**src/hdl/dbl_pkg.sv**
```systemverilog
package dbl_pkg;

   // Clock and debounce timing
   localparam int unsigned DBL_CLK_HZ       = 25_000_000;
   localparam int unsigned DBL_DELAY_MS     = 10;
   localparam int unsigned DBL_DELAY_CYCLES = DBL_CLK_HZ / 1000 * DBL_DELAY_MS;

   // Bus geometry
   localparam int unsigned DBL_AW   = 8;
   localparam int unsigned DBL_NCFG = 15;

   // Register indexes; byte offset is index times four
   localparam logic [3:0] DBL_IX_ISEL0  = 4'h0;
   localparam logic [3:0] DBL_IX_ISEL1  = 4'h1;
   localparam logic [3:0] DBL_IX_ISEL6  = 4'h2;
   localparam logic [3:0] DBL_IX_TSEL0  = 4'h3;
   localparam logic [3:0] DBL_IX_TSEL1  = 4'h4;
   localparam logic [3:0] DBL_IX_TSEL2  = 4'h5;
   localparam logic [3:0] DBL_IX_TSEL6  = 4'h6;
   localparam logic [3:0] DBL_IX_ROUTE0 = 4'h7;
   localparam logic [3:0] DBL_IX_ROUTE1 = 4'h8;
   localparam logic [3:0] DBL_IX_ROUTE2 = 4'h9;
   localparam logic [3:0] DBL_IX_ROUTE6 = 4'hA;
   localparam logic [3:0] DBL_IX_CTL    = 4'hB;
   localparam logic [3:0] DBL_IX_OSEL0  = 4'hC;
   localparam logic [3:0] DBL_IX_OSEL3  = 4'hD;
   localparam logic [3:0] DBL_IX_TCHSEL = 4'hE;
   localparam logic [3:0] DBL_IX_STATUS = 4'hF;
   localparam logic [7:0] DBL_CFG_RESET = 8'h00;

   // Input line source codes
   localparam logic [7:0] DBL_ISRC_SWITCH = 8'h1B;
   localparam logic [7:0] DBL_ISRC_FF1    = 8'h1D;
   localparam logic [7:0] DBL_ISRC_TM_CH0 = 8'h16;
   localparam logic [7:0] DBL_ISRC_TM_CH1 = 8'h17;
   localparam logic [7:0] DBL_ISRC_TM_CH5 = 8'h18;

   // Link target select: bit 7 inverts, low field picks first or second line of group
   localparam int unsigned DBL_TSEL_INV   = 7;
   localparam logic [1:0]  DBL_TSEL_FIRST = 2'h1;
   localparam logic [1:0]  DBL_TSEL_NEXT  = 2'h2;

   // Link target routing codes
   localparam logic [7:0] DBL_RT_CELL0_IN0 = 8'h01;
   localparam logic [7:0] DBL_RT_CELL0_IN1 = 8'h02;
   localparam logic [7:0] DBL_RT_FF1_D     = 8'h09;
   localparam logic [7:0] DBL_RT_FF1_CLK   = 8'h2F;

   // Block control fields
   localparam int unsigned DBL_CTL_FF1_EN = 7;
   localparam logic [7:0]  DBL_OSEL_FIRST = 8'h01;
   localparam logic [7:0]  DBL_OSEL_LAST  = 8'h08;

   typedef enum logic [1:0] {
      DBL_FN_AND  = 2'b00,
      DBL_FN_OR   = 2'b01,
      DBL_FN_XNOR = 2'b10,
      DBL_FN_XOR  = 2'b11
   } dbl_fn_t;

   typedef enum logic [1:0] {
      DBL_TCH_0 = 2'b00,
      DBL_TCH_1 = 2'b01,
      DBL_TCH_5 = 2'b10
   } dbl_tch_t;

   typedef struct packed {
      logic ch5;
      logic ch1;
      logic ch0;
   } dbl_irq_t;

   typedef struct packed {
      logic timer_busy;
      logic switch_level;
      logic ff1;
      logic cell0;
   } dbl_status_t;

endpackage

```
**src/hdl/dbl_sync.sv**
```systemverilog
`timescale 1ns/1ps
module dbl_sync #(
   parameter int unsigned WIDTH = 1
) (
   // Clock and reset
   input  wire logic             pclk,
   input  wire logic             presetn,
   // Levels
   input  wire logic [WIDTH-1:0] async_in,
   output logic      [WIDTH-1:0] sync_out
);
   logic [WIDTH-1:0] meta_q;

   if (WIDTH < 1) begin : g_bad_width
      $error("dbl_sync: WIDTH must be at least 1");
   end

   // First stage feeds only the second
   always_ff @(posedge pclk or negedge presetn) begin
      if (!presetn) begin
         meta_q   <= '0;
         sync_out <= '0;
      end else begin
         meta_q   <= async_in;
         sync_out <= meta_q;
      end
   end
endmodule // dbl_sync

```
**src/hdl/dbl_delay_timer.sv**
```systemverilog
`timescale 1ns/1ps
module dbl_delay_timer #(
   parameter int unsigned DELAY_CYCLES = 250000
) (
   // Clock and reset
   input  wire logic pclk,
   input  wire logic presetn,
   // Trigger input and end of count
   input  wire logic trig_in,
   output logic      end_pulse_q,
   output logic      busy_q
);
   localparam int unsigned CW = $clog2(DELAY_CYCLES + 1);

   logic          trig_prev_q;
   logic [CW-1:0] cnt_q;
   logic          edge_seen;

   if (DELAY_CYCLES < 1) begin : g_bad_delay
      $error("dbl_delay_timer: DELAY_CYCLES must be at least 1");
   end

   assign edge_seen = trig_in ^ trig_prev_q;

   always_ff @(posedge pclk or negedge presetn) begin
      if (!presetn) trig_prev_q <= 1'b0;
      else trig_prev_q <= trig_in;
   end

   // Either edge starts or restarts the count
   always_ff @(posedge pclk or negedge presetn) begin
      if (!presetn) begin
         cnt_q       <= '0;
         busy_q      <= 1'b0;
         end_pulse_q <= 1'b0;
      end else begin
         end_pulse_q <= 1'b0;
         if (edge_seen) begin
            cnt_q  <= CW'(DELAY_CYCLES - 1);
            busy_q <= 1'b1;
         end else if (busy_q) begin
            if (cnt_q == '0) begin
               busy_q      <= 1'b0;
               // Falling trigger means input settled back: no event
               end_pulse_q <= trig_in;
            end else begin
               cnt_q <= cnt_q - CW'(1);
            end
         end
      end
   end

   property p_restart;
      @(posedge pclk) disable iff (!presetn)
      edge_seen |=> busy_q && cnt_q == CW'(DELAY_CYCLES - 1);
   endproperty
   a_restart: assert property (p_restart) else $error("edge did not restart count");

   property p_end_cause;
      @(posedge pclk) disable iff (!presetn)
      end_pulse_q |-> $past(busy_q) && $past(cnt_q) == '0 && $past(trig_in);
   endproperty
   a_end_cause: assert property (p_end_cause) else $error("end pulse without expiry");
endmodule // dbl_delay_timer

```
**src/hdl/dbl_top.sv**
```systemverilog
`timescale 1ns/1ps
module dbl_top
   import dbl_pkg::*;
#(
   parameter int unsigned DELAY_CYCLES = dbl_pkg::DBL_DELAY_CYCLES
) (
   // Clock and reset
   input  wire logic                        pclk,
   input  wire logic                        presetn,
   // APB slave
   input  wire logic                        psel,
   input  wire logic                        penable,
   input  wire logic                        pwrite,
   input  wire logic [dbl_pkg::DBL_AW-1:0]  paddr,
   input  wire logic [31:0]                 pwdata,
   output logic      [31:0]                 prdata,
   output logic                             pready,
   output logic                             pslverr,
   // Pins
   input  wire logic                        switch_input_pin,
   output logic                             debounced_output_pin,
   output logic                             timer_chan_in
);
   import dbl_pkg::*;

   if (DELAY_CYCLES < 1) begin : g_bad_delay
      $error("dbl_top: DELAY_CYCLES must be at least 1");
   end

   logic [7:0]  cfg_q [DBL_NCFG];
   logic        sw_level;
   logic        ff1_q;
   logic        ff_clk_prev_q;
   logic        tmr_end;
   logic        tmr_busy;
   dbl_irq_t    irq;
   logic        line0, line1, line6, line7;
   logic        tgt0, tgt1, tgt2, tgt6;
   logic        cell_in0, cell_in1, ff_d, ff_clk;
   logic        ff_clk_rise;
   logic        cell0;
   logic [7:0]  blk_out;
   logic        setup_phase;
   logic        access_wr;
   logic        addr_ok;
   logic [3:0]  addr_ix;
   logic [31:0] rd_word;
   dbl_status_t status;

   // Input line source decode
   function automatic logic src_line(input logic [7:0] code, input logic sw,
                                     input logic ff, input dbl_irq_t ir);
      logic v;
      v = 1'b0;
      unique case (code)
         DBL_ISRC_SWITCH: v = sw;
         DBL_ISRC_FF1:    v = ff;
         DBL_ISRC_TM_CH0: v = ir.ch0;
         DBL_ISRC_TM_CH1: v = ir.ch1;
         DBL_ISRC_TM_CH5: v = ir.ch5;
         default:         v = 1'b0;
      endcase
      return v;
   endfunction

   // Link target: one of two lines of its group, bit 7 gives negative logic
   function automatic logic pick_target(input logic [7:0] sel, input logic first,
                                        input logic next);
      logic v;
      v = 1'b0;
      if (sel[1:0] == DBL_TSEL_FIRST) v = first ^ sel[DBL_TSEL_INV];
      else if (sel[1:0] == DBL_TSEL_NEXT) v = next ^ sel[DBL_TSEL_INV];
      return v;
   endfunction

   // Any target whose route register holds code drives that destination
   function automatic logic route_hit(input logic [7:0] code, input logic [7:0] r0,
                                      input logic [7:0] r1, input logic [7:0] r2,
                                      input logic [7:0] r6, input logic [3:0] tg);
      return (r0 == code && tg[0]) || (r1 == code && tg[1]) ||
             (r2 == code && tg[2]) || (r6 == code && tg[3]);
   endfunction

   // Output selector: code n picks block output n-1, zero turns off
   function automatic logic out_pick(input logic [7:0] sel, input logic [7:0] blk);
      logic [7:0] ix;
      ix = sel - DBL_OSEL_FIRST;
      if (sel >= DBL_OSEL_FIRST && sel <= DBL_OSEL_LAST) return blk[ix[2:0]];
      return 1'b0;
   endfunction

   function automatic logic cell_fn(input logic [1:0] fn, input logic a, input logic b);
      logic v;
      v = 1'b0;
      unique case (dbl_fn_t'(fn))
         DBL_FN_AND:  v = a & b;
         DBL_FN_OR:   v = a | b;
         DBL_FN_XNOR: v = ~(a ^ b);
         DBL_FN_XOR:  v = a ^ b;
      endcase
      return v;
   endfunction

   // Switch pin is asynchronous to pclk
   dbl_sync #(
      .WIDTH (1)
   ) u_sync (
      .pclk     (pclk),
      .presetn  (presetn),
      .async_in (switch_input_pin),
      .sync_out (sw_level)
   );

   dbl_delay_timer #(
      .DELAY_CYCLES (DELAY_CYCLES)
   ) u_timer (
      .pclk        (pclk),
      .presetn     (presetn),
      .trig_in     (timer_chan_in),
      .end_pulse_q (tmr_end),
      .busy_q      (tmr_busy)
   );

   // End of count appears only on the channel in use
   always_comb begin
      irq     = '0;
      unique case (cfg_q[DBL_IX_TCHSEL][1:0])
         DBL_TCH_0: irq.ch0 = tmr_end;
         DBL_TCH_1: irq.ch1 = tmr_end;
         DBL_TCH_5: irq.ch5 = tmr_end;
         default:   irq     = '0;
      endcase
   end

   // Input lines
   assign line0 = src_line(cfg_q[DBL_IX_ISEL0], sw_level, ff1_q, irq);
   assign line1 = src_line(cfg_q[DBL_IX_ISEL1], sw_level, ff1_q, irq);
   assign line6 = src_line(cfg_q[DBL_IX_ISEL6], sw_level, ff1_q, irq);
   assign line7 = 1'b0;

   // Link targets of the block
   assign tgt0 = pick_target(cfg_q[DBL_IX_TSEL0], line0, line1);
   assign tgt1 = pick_target(cfg_q[DBL_IX_TSEL1], line0, line1);
   assign tgt2 = pick_target(cfg_q[DBL_IX_TSEL2], line0, line1);
   assign tgt6 = pick_target(cfg_q[DBL_IX_TSEL6], line6, line7);

   // Target routing into cell and flip-flop
   assign cell_in0 = route_hit(DBL_RT_CELL0_IN0, cfg_q[DBL_IX_ROUTE0], cfg_q[DBL_IX_ROUTE1],
                               cfg_q[DBL_IX_ROUTE2], cfg_q[DBL_IX_ROUTE6],
                               {tgt6, tgt2, tgt1, tgt0});
   assign cell_in1 = route_hit(DBL_RT_CELL0_IN1, cfg_q[DBL_IX_ROUTE0], cfg_q[DBL_IX_ROUTE1],
                               cfg_q[DBL_IX_ROUTE2], cfg_q[DBL_IX_ROUTE6],
                               {tgt6, tgt2, tgt1, tgt0});
   assign ff_d     = route_hit(DBL_RT_FF1_D, cfg_q[DBL_IX_ROUTE0], cfg_q[DBL_IX_ROUTE1],
                               cfg_q[DBL_IX_ROUTE2], cfg_q[DBL_IX_ROUTE6],
                               {tgt6, tgt2, tgt1, tgt0});
   assign ff_clk   = route_hit(DBL_RT_FF1_CLK, cfg_q[DBL_IX_ROUTE0], cfg_q[DBL_IX_ROUTE1],
                               cfg_q[DBL_IX_ROUTE2], cfg_q[DBL_IX_ROUTE6],
                               {tgt6, tgt2, tgt1, tgt0});

   assign cell0 = cell_fn(cfg_q[DBL_IX_CTL][1:0], cell_in0, cell_in1);

   // Block outputs: [0] cell 0, [4] flip-flop 1, rest unused here
   assign blk_out = {3'b000, ff1_q, 3'b000, cell0};

   // Flip-flop clock is an edge of the routed level, kept in the pclk domain
   assign ff_clk_rise = ff_clk & ~ff_clk_prev_q;

   always_ff @(posedge pclk or negedge presetn) begin
      if (!presetn) ff_clk_prev_q <= 1'b0;
      else ff_clk_prev_q <= ff_clk;
   end

   always_ff @(posedge pclk or negedge presetn) begin
      if (!presetn) ff1_q <= 1'b0;
      else if (!cfg_q[DBL_IX_CTL][DBL_CTL_FF1_EN]) ff1_q <= 1'b0;
      else if (ff_clk_rise) ff1_q <= ff_d;
   end

   // Pins and timer input leave from flops
   always_ff @(posedge pclk or negedge presetn) begin
      if (!presetn) begin
         debounced_output_pin <= 1'b0;
         timer_chan_in        <= 1'b0;
      end else begin
         debounced_output_pin <= out_pick(cfg_q[DBL_IX_OSEL0], blk_out);
         timer_chan_in        <= out_pick(cfg_q[DBL_IX_OSEL3], blk_out);
      end
   end

   // APB decode; one wait-free access phase, pready from a flop
   assign setup_phase = psel & ~penable;
   assign addr_ix     = paddr[5:2];
   assign addr_ok     = (paddr[DBL_AW-1:6] == '0) && (paddr[1:0] == 2'b00);
   assign access_wr   = psel & penable & pready & pwrite & addr_ok &
                        (addr_ix != DBL_IX_STATUS);

   assign status = '{timer_busy: tmr_busy, switch_level: sw_level, ff1: ff1_q, cell0: cell0};

   always_comb begin
      rd_word = '0;
      if (addr_ok) begin
         if (addr_ix == DBL_IX_STATUS) rd_word = 32'(status);
         else rd_word = {24'h000000, cfg_q[addr_ix]};
      end
   end

   always_ff @(posedge pclk or negedge presetn) begin
      if (!presetn) begin
         pready  <= 1'b0;
         pslverr <= 1'b0;
         prdata  <= 32'h00000000;
      end else begin
         pready  <= setup_phase;
         pslverr <= setup_phase & ~addr_ok;
         if (setup_phase && !pwrite) prdata <= rd_word;
      end
   end

   // Configuration registers
   always_ff @(posedge pclk or negedge presetn) begin
      if (!presetn) begin
         for (int i = 0; i < DBL_NCFG; i++) cfg_q[i] <= DBL_CFG_RESET;
      end else if (access_wr) begin
         cfg_q[addr_ix] <= pwdata[7:0];
      end
   end

   // Checks
   property p_ff_only_on_clock;
      @(posedge pclk) disable iff (!presetn)
      $rose(ff1_q) |-> $past(ff_clk_rise);
   endproperty
   a_ff_only_on_clock: assert property (p_ff_only_on_clock) else $error("ff1 set without clock");

   property p_irq_channel;
      @(posedge pclk) disable iff (!presetn)
      tmr_end && cfg_q[DBL_IX_TCHSEL][1:0] == DBL_TCH_0 && cfg_q[DBL_IX_ISEL6] == DBL_ISRC_TM_CH0
      |-> line6 && !irq.ch1 && !irq.ch5;
   endproperty
   a_irq_channel: assert property (p_irq_channel) else $error("channel 0 irq not on line 6");

   property p_switch_line;
      @(posedge pclk) disable iff (!presetn)
      cfg_q[DBL_IX_ISEL0] == DBL_ISRC_SWITCH && cfg_q[DBL_IX_TSEL0] == 8'h01 |-> tgt0 == sw_level;
   endproperty
   a_switch_line: assert property (p_switch_line) else $error("switch not on target 0");

   property p_inverted_target;
      @(posedge pclk) disable iff (!presetn)
      cfg_q[DBL_IX_ISEL1] == DBL_ISRC_FF1 && cfg_q[DBL_IX_TSEL2] == 8'h82 |-> tgt2 == !ff1_q;
   endproperty
   a_inverted_target: assert property (p_inverted_target) else $error("target 2 not inverted");

   property p_data_route;
      @(posedge pclk) disable iff (!presetn)
      cfg_q[DBL_IX_ROUTE2] == DBL_RT_FF1_D && cfg_q[DBL_IX_ROUTE0] != DBL_RT_FF1_D &&
      cfg_q[DBL_IX_ROUTE1] != DBL_RT_FF1_D && cfg_q[DBL_IX_ROUTE6] != DBL_RT_FF1_D
      |-> ff_d == tgt2;
   endproperty
   a_data_route: assert property (p_data_route) else $error("ff1 data not from target 2");

   property p_xor_cell;
      @(posedge pclk) disable iff (!presetn)
      cfg_q[DBL_IX_CTL] == 8'h83 |-> cell0 == (cell_in0 ^ cell_in1);
   endproperty
   a_xor_cell: assert property (p_xor_cell) else $error("cell 0 not exclusive-or");

   property p_output_pin;
      @(posedge pclk) disable iff (!presetn)
      cfg_q[DBL_IX_OSEL0] == 8'h05 ##1 cfg_q[DBL_IX_OSEL0] == 8'h05
      |-> debounced_output_pin == $past(ff1_q);
   endproperty
   a_output_pin: assert property (p_output_pin) else $error("pin does not follow ff1");

   property p_timer_input;
      @(posedge pclk) disable iff (!presetn)
      cfg_q[DBL_IX_OSEL3] == 8'h01 ##1 cfg_q[DBL_IX_OSEL3] == 8'h01
      |-> timer_chan_in == $past(cell0);
   endproperty
   a_timer_input: assert property (p_timer_input) else $error("timer input not cell 0");

   property p_target0_route;
      @(posedge pclk) disable iff (!presetn)
      cfg_q[DBL_IX_ROUTE0] == DBL_RT_CELL0_IN0 && tgt0 |-> cell_in0;
   endproperty
   a_target0_route: assert property (p_target0_route) else $error("target 0 not on input 0");

   property p_target6_clock;
      @(posedge pclk) disable iff (!presetn)
      cfg_q[DBL_IX_TSEL6] == 8'h01 && cfg_q[DBL_IX_ROUTE6] == DBL_RT_FF1_CLK && line6 |-> ff_clk;
   endproperty
   a_target6_clock: assert property (p_target6_clock) else $error("line 6 not clocking ff1");

   property p_ff_takes_data;
      @(posedge pclk) disable iff (!presetn)
      ff_clk_rise && cfg_q[DBL_IX_CTL][DBL_CTL_FF1_EN] |=> ff1_q == $past(ff_d);
   endproperty
   a_ff_takes_data: assert property (p_ff_takes_data) else $error("ff1 did not load data");

   property p_ff_disabled;
      @(posedge pclk) disable iff (!presetn)
      !cfg_q[DBL_IX_CTL][DBL_CTL_FF1_EN] |=> !ff1_q;
   endproperty
   a_ff_disabled: assert property (p_ff_disabled) else $error("ff1 not held clear");

   property p_channel5_irq;
      @(posedge pclk) disable iff (!presetn)
      tmr_end && cfg_q[DBL_IX_TCHSEL][1:0] == DBL_TCH_5 |-> irq.ch5 && !irq.ch0 && !irq.ch1;
   endproperty
   a_channel5_irq: assert property (p_channel5_irq) else $error("channel 5 irq misrouted");

   property p_target1_line;
      @(posedge pclk) disable iff (!presetn)
      cfg_q[DBL_IX_ISEL1] == DBL_ISRC_FF1 && cfg_q[DBL_IX_TSEL1] == 8'h02 |-> tgt1 == ff1_q;
   endproperty
   a_target1_line: assert property (p_target1_line) else $error("ff1 not on target 1");

   property p_unmapped_err;
      @(posedge pclk) disable iff (!presetn)
      setup_phase && !addr_ok |=> pready && pslverr;
   endproperty
   a_unmapped_err: assert property (p_unmapped_err) else $error("unmapped access without error");

   property p_apb_ready;
      @(posedge pclk) disable iff (!presetn)
      setup_phase |=> pready ##1 !pready;
   endproperty
   a_apb_ready: assert property (p_apb_ready) else $error("pready not one cycle after setup");

endmodule // dbl_top

```
**config.mk**
```make
export PLATFORM = sky130hd
export DESIGN_NAME = dbl_top
export DESIGN_NICKNAME = d
export VERILOG_FILES = /design/src/hdl/dbl_pkg.sv /design/src/hdl/dbl_sync.sv /design/src/hdl/dbl_delay_timer.sv /design/src/hdl/dbl_top.sv
export SDC_FILE = /design/constraint.sdc
export NUM_CORES = 1
export LEC_CHECK = 0
export BUFFER_PORTS_ARGS = -buffer_cell sky130_fd_sc_hd__buf_2
export CORE_ASPECT_RATIO = 0.9
export CORE_MARGIN = 3
export CORE_UTILIZATION = 35
export CTS_BUF_LIST = sky130_fd_sc_hd__clkbuf_4
export DETAILED_ROUTE_END_ITERATION = 10
export PLACE_DENSITY_LB_ADDON = 0.1
export RECOVER_POWER = 50
export SLEW_MARGIN = 20
export SYNTH_ARGS = -nofsm -noshare
export SYNTH_HDL_FRONTEND = slang
export SYNTH_SLANG_ARGS = --single-unit
```
**constraint.sdc**
```tcl
create_clock -name pclk -period 9.3 [get_ports pclk]
set_input_delay 0.465 -clock pclk [delete_from_list [all_inputs] [get_ports pclk]]
set_output_delay 0.465 -clock pclk [all_outputs]
set_load 0.02 [all_outputs]
```
==> flow_summary.ini <==
[run_status]
outcome = finished with violations
violations = max-capacitance violations, max-slew violations

[sta]
relSlewSlack = -1.75
period_share = 0.454
final_max_slew_viol_count = 82
rsz0062_at_grt = no
skew_ns = 0.0228
fin_crit_ns = 4.23
fmax_mhz = 237
final.setup.tns_ns = 0
hold_violations = 0
worst_slack_ns = 5.07
worst_slew_pin_slew_ns = 4.12
finalSetupViolCount = 0

[clock_tree]
numCtsBuffers = 17
clkTransAtPathRegs_ns = 0.16
clk_latency_ns = 0.58
htree_num_levels = 4
cts_tree = done
cts_resized = 0
clkSinkCount = 157
cts_root_buf = clkbuf_4
clockBufferDepth = 2

[setup_path]
r2r_start = cfg_q[101]$_DFFE_PN0P_
worstPathCellList = nor4b_1 -> o2111ai_1 -> o21ai_1 -> xnor2_1 -> o22ai_1 -> nand2_1 -> o31ai_1 -> nor2_1 -> ha_1 -> nand2_1 -> o21ai_0 -> o21ai_0 -> mux2i_1 -> a2111oi_0
cp_slowest_cell = nor4b_1
critPathTopFamily = compound AO/OA/AOI/OAI gates
r2r_end = debounced_output_pin$_DFF_PN0_
endpoint_kind = register
start_kind = register
crit_type = register to register
worstPathArrival_ns = 4.67
crit_required_ns = 9.75
rrSetupSlack_ns = 5.07
path_buf_inv = 0
critPathMaxStageDelay_ns = 0.73
path_max_fanout = 4
r2r_cells = 14

[logic_synthesis]
yosysMostFrequentCell = dfrtp_1
netlist-cell-type-count = 65
synthTopCellsByArea = dfrtp_1, mux2_2, mux4_2, xnor2_1, buf_4
async_flop_share = 1.00
ys_ff_latch = 157
synth_area_sq_um = 8300
synth_common_cells = dfrtp_1, mux2_2, nand2_1, mux4_2, buf_4
synthCells = 666
synth-edff-count = 0
synth_top_area_frac = 0.474
syn_area_per_cell_sq_um = 12.5
ys_warn_count = 0
ys_seq_area_frac = 0.474
synth_top_area_cell = dfrtp_1
synth_top_flop_cell = dfrtp_1

[final_layout]
seqCellArea_sq_um = 3930
final_nets = 752
layout-drive-gt1-share = 0.290
area_growth_syn_to_layout_pct = 8.18
multi_input_area_sq_um = 4120
nFillCells = 2203

[power]
finalPower_mw = 1.21
swShare = 0.276
switching_power_mw = 0.336
combinationalPowerShare = 0.060
p_per_area_nw_per_um2 = 135
power_frac_clock = 0.372
p_leak_nw = 4.13
p_seq_frac = 0.568
ir_worst_vdd_uv = 68.3
internal-power_mw = 0.879

[placement]
place_congestion = 0.801
dp_slack_ns = 5.15
port_buffers = 33
hpwl_um = 15400

[min_path]
worstHoldPathType = primary input to register
min_path_cells = 2
min_from = penable
hold_end = pready$_DFF_PN0_

[routing]
first_pass_iters = 5
drc = 0
wl_per_cell_um = 21.4
vias = 5471
wl_um = 21600
vias_per_cell = 5.42
drt-initial-drc-count = 301
ant_nets = 0

[floorplanning]
dieArea_sq_um = 25600
coreArea_sq_um = 22900
start_util = 0.362
rows = 52
pin_count = 82
die_x_um = 168
die_y_um = 152

[global_routing]
grt_pass1_vias = 5561
grt_util_all_layers = 0.173
antenna_found_initial = 1
grt-ovfl-total = 0
grt_max_degree = 85
grt_pass1_wl_um = 34200

[job]
maxCapViolations = 2
==> final cells by class <==
class	count	share of cell area
multi-input cells	471	0.459
repair buffers	38	0.0216
clock inverters	14	0.0195
flip-flops and latches	157	0.438
well taps	297	0.0414
clock buffers	18	0.0151
diodes	2	0.000558
inverters	12	0.00502
==> cell usage in the layout, fill, tap and decap left out, types with 13 or more instances in the layout <==
cell / instances
nor2_1: 23
clkbuf_4: 18
mux2_2: 108
conb_1: 24
xnor2_1: 22
nand2b_1: 13
clkbuf_1: 14
nor3_1: 15
o21ai_0: 16
nand3_1: 15
buf_2: 19
nand2_1: 45
dfrtp_1: 157
mux4_2: 31
==> worst register-to-register path: cells and delay by family (launching register included) <==
kind | cells | cell delay, ns
XOR/XNOR | 1 | 0.10
AO/OA/AOI/OAI | 7 | 2.18
flip-flops | 1 | 0.44
AND/OR/NAND/NOR | 4 | 1.00
adder cells (fa/ha/maj) | 1 | 0.21
multiplexers | 1 | 0.17
==> cells by family (layout without fill, tap and decap cells) <==
kind of cell	count (synthesis)	after routing	share of synthesized area
and+or+nand+nor	184	184	0.127
muxes	159	159	0.258
DFF	157	157	0.474
AOI/OAI and AO/OA	67	67	0.0582
buffers and inverters	61	82	0.0395
xor gates and xnor gates	28	28	0.0296
adders and majority gates	9	9	0.0136
other	1	26	0.000452
==> power by group through the flow <==
stage          Clock (mW)  Combinational, mW  Sequential, mW
4_1_cts             0.468             0.0755           0.690
2_1_floorplan           0             0.0469           0.702
3_3_place_gp            0             0.0739           0.703
6_report            0.451             0.0730           0.690
3_5_place_dp            0             0.0747           0.703
5_1_grt             0.493             0.0803           0.691
==> flip-flops by register name, indices dropped and copies added (netlist names) <==
register,cells
u_sync.meta_q,1
pready,1
ff_clk_prev_q,1
debounced_output_pin,1
timer_chan_in,1
prdata,8
cfg_q,120
pslverr,1
u_sync.sync_out,1
u_timer.cnt_q,18
u_timer.busy_q,1
ff1_q,1
u_timer.end_pulse_q,1
u_timer.trig_prev_q,1
==> worst max path at each step <==
stage                                          end                    from  depth (start not counted)
floorplan           debounced_output_pin$_DFF_PN0_  cfg_q[117]$_DFFE_PN0P_                         12
global placement           timer_chan_in$_DFF_PN0_  cfg_q[101]$_DFFE_PN0P_                         14
detailed placement  debounced_output_pin$_DFF_PN0_  cfg_q[101]$_DFFE_PN0P_                         14
CTS                 debounced_output_pin$_DFF_PN0_  cfg_q[101]$_DFFE_PN0P_                         14
global route                  cfg_q[9]$_DFFE_PN0P_                 presetn                          2
finish              debounced_output_pin$_DFF_PN0_  cfg_q[101]$_DFFE_PN0P_                         14
==> per-layer routing <==
metal  share of wire  vias up  wire (um)  global-route usage
met4          0.0082        0        178              0.0370
li1                -     2492          -                   -
met3           0.029       15        635              0.0283
met5               0        -          0                   0
met2            0.47      106      10200               0.275
met1            0.49     2858      10600               0.252
==> per-stage QoR <==
| stage | hold slack [ns] | cells | cell area [sq um] | util |
|---|---|---|---|---|
| 2_1_floorplan | 0.169 | 689 | 8380 | - |
| 3_3_place_gp | 0.353 | 973 | 8660 | 0.378 |
| 3_5_place_dp | 0.340 | 973 | 8660 | 0.378 |
| 4_1_cts | 0.0690 | 1007 | 8990 | 0.393 |
| 5_1_grt | 0.0658 | 1009 | 8970 | 0.392 |
| 6_report | 0.106 | 1009 | 8970 | 0.392 |
==> what timing repair did <==
item / 4_1_cts / 5_1_grt
hold buffers: 2 / 0
setup buffers: 0 / 0
hold endpoints to repair: 74 / 0
setup endpoints to repair: 0 / 0
No activity file was read; power rests on OpenSTA's default activity.
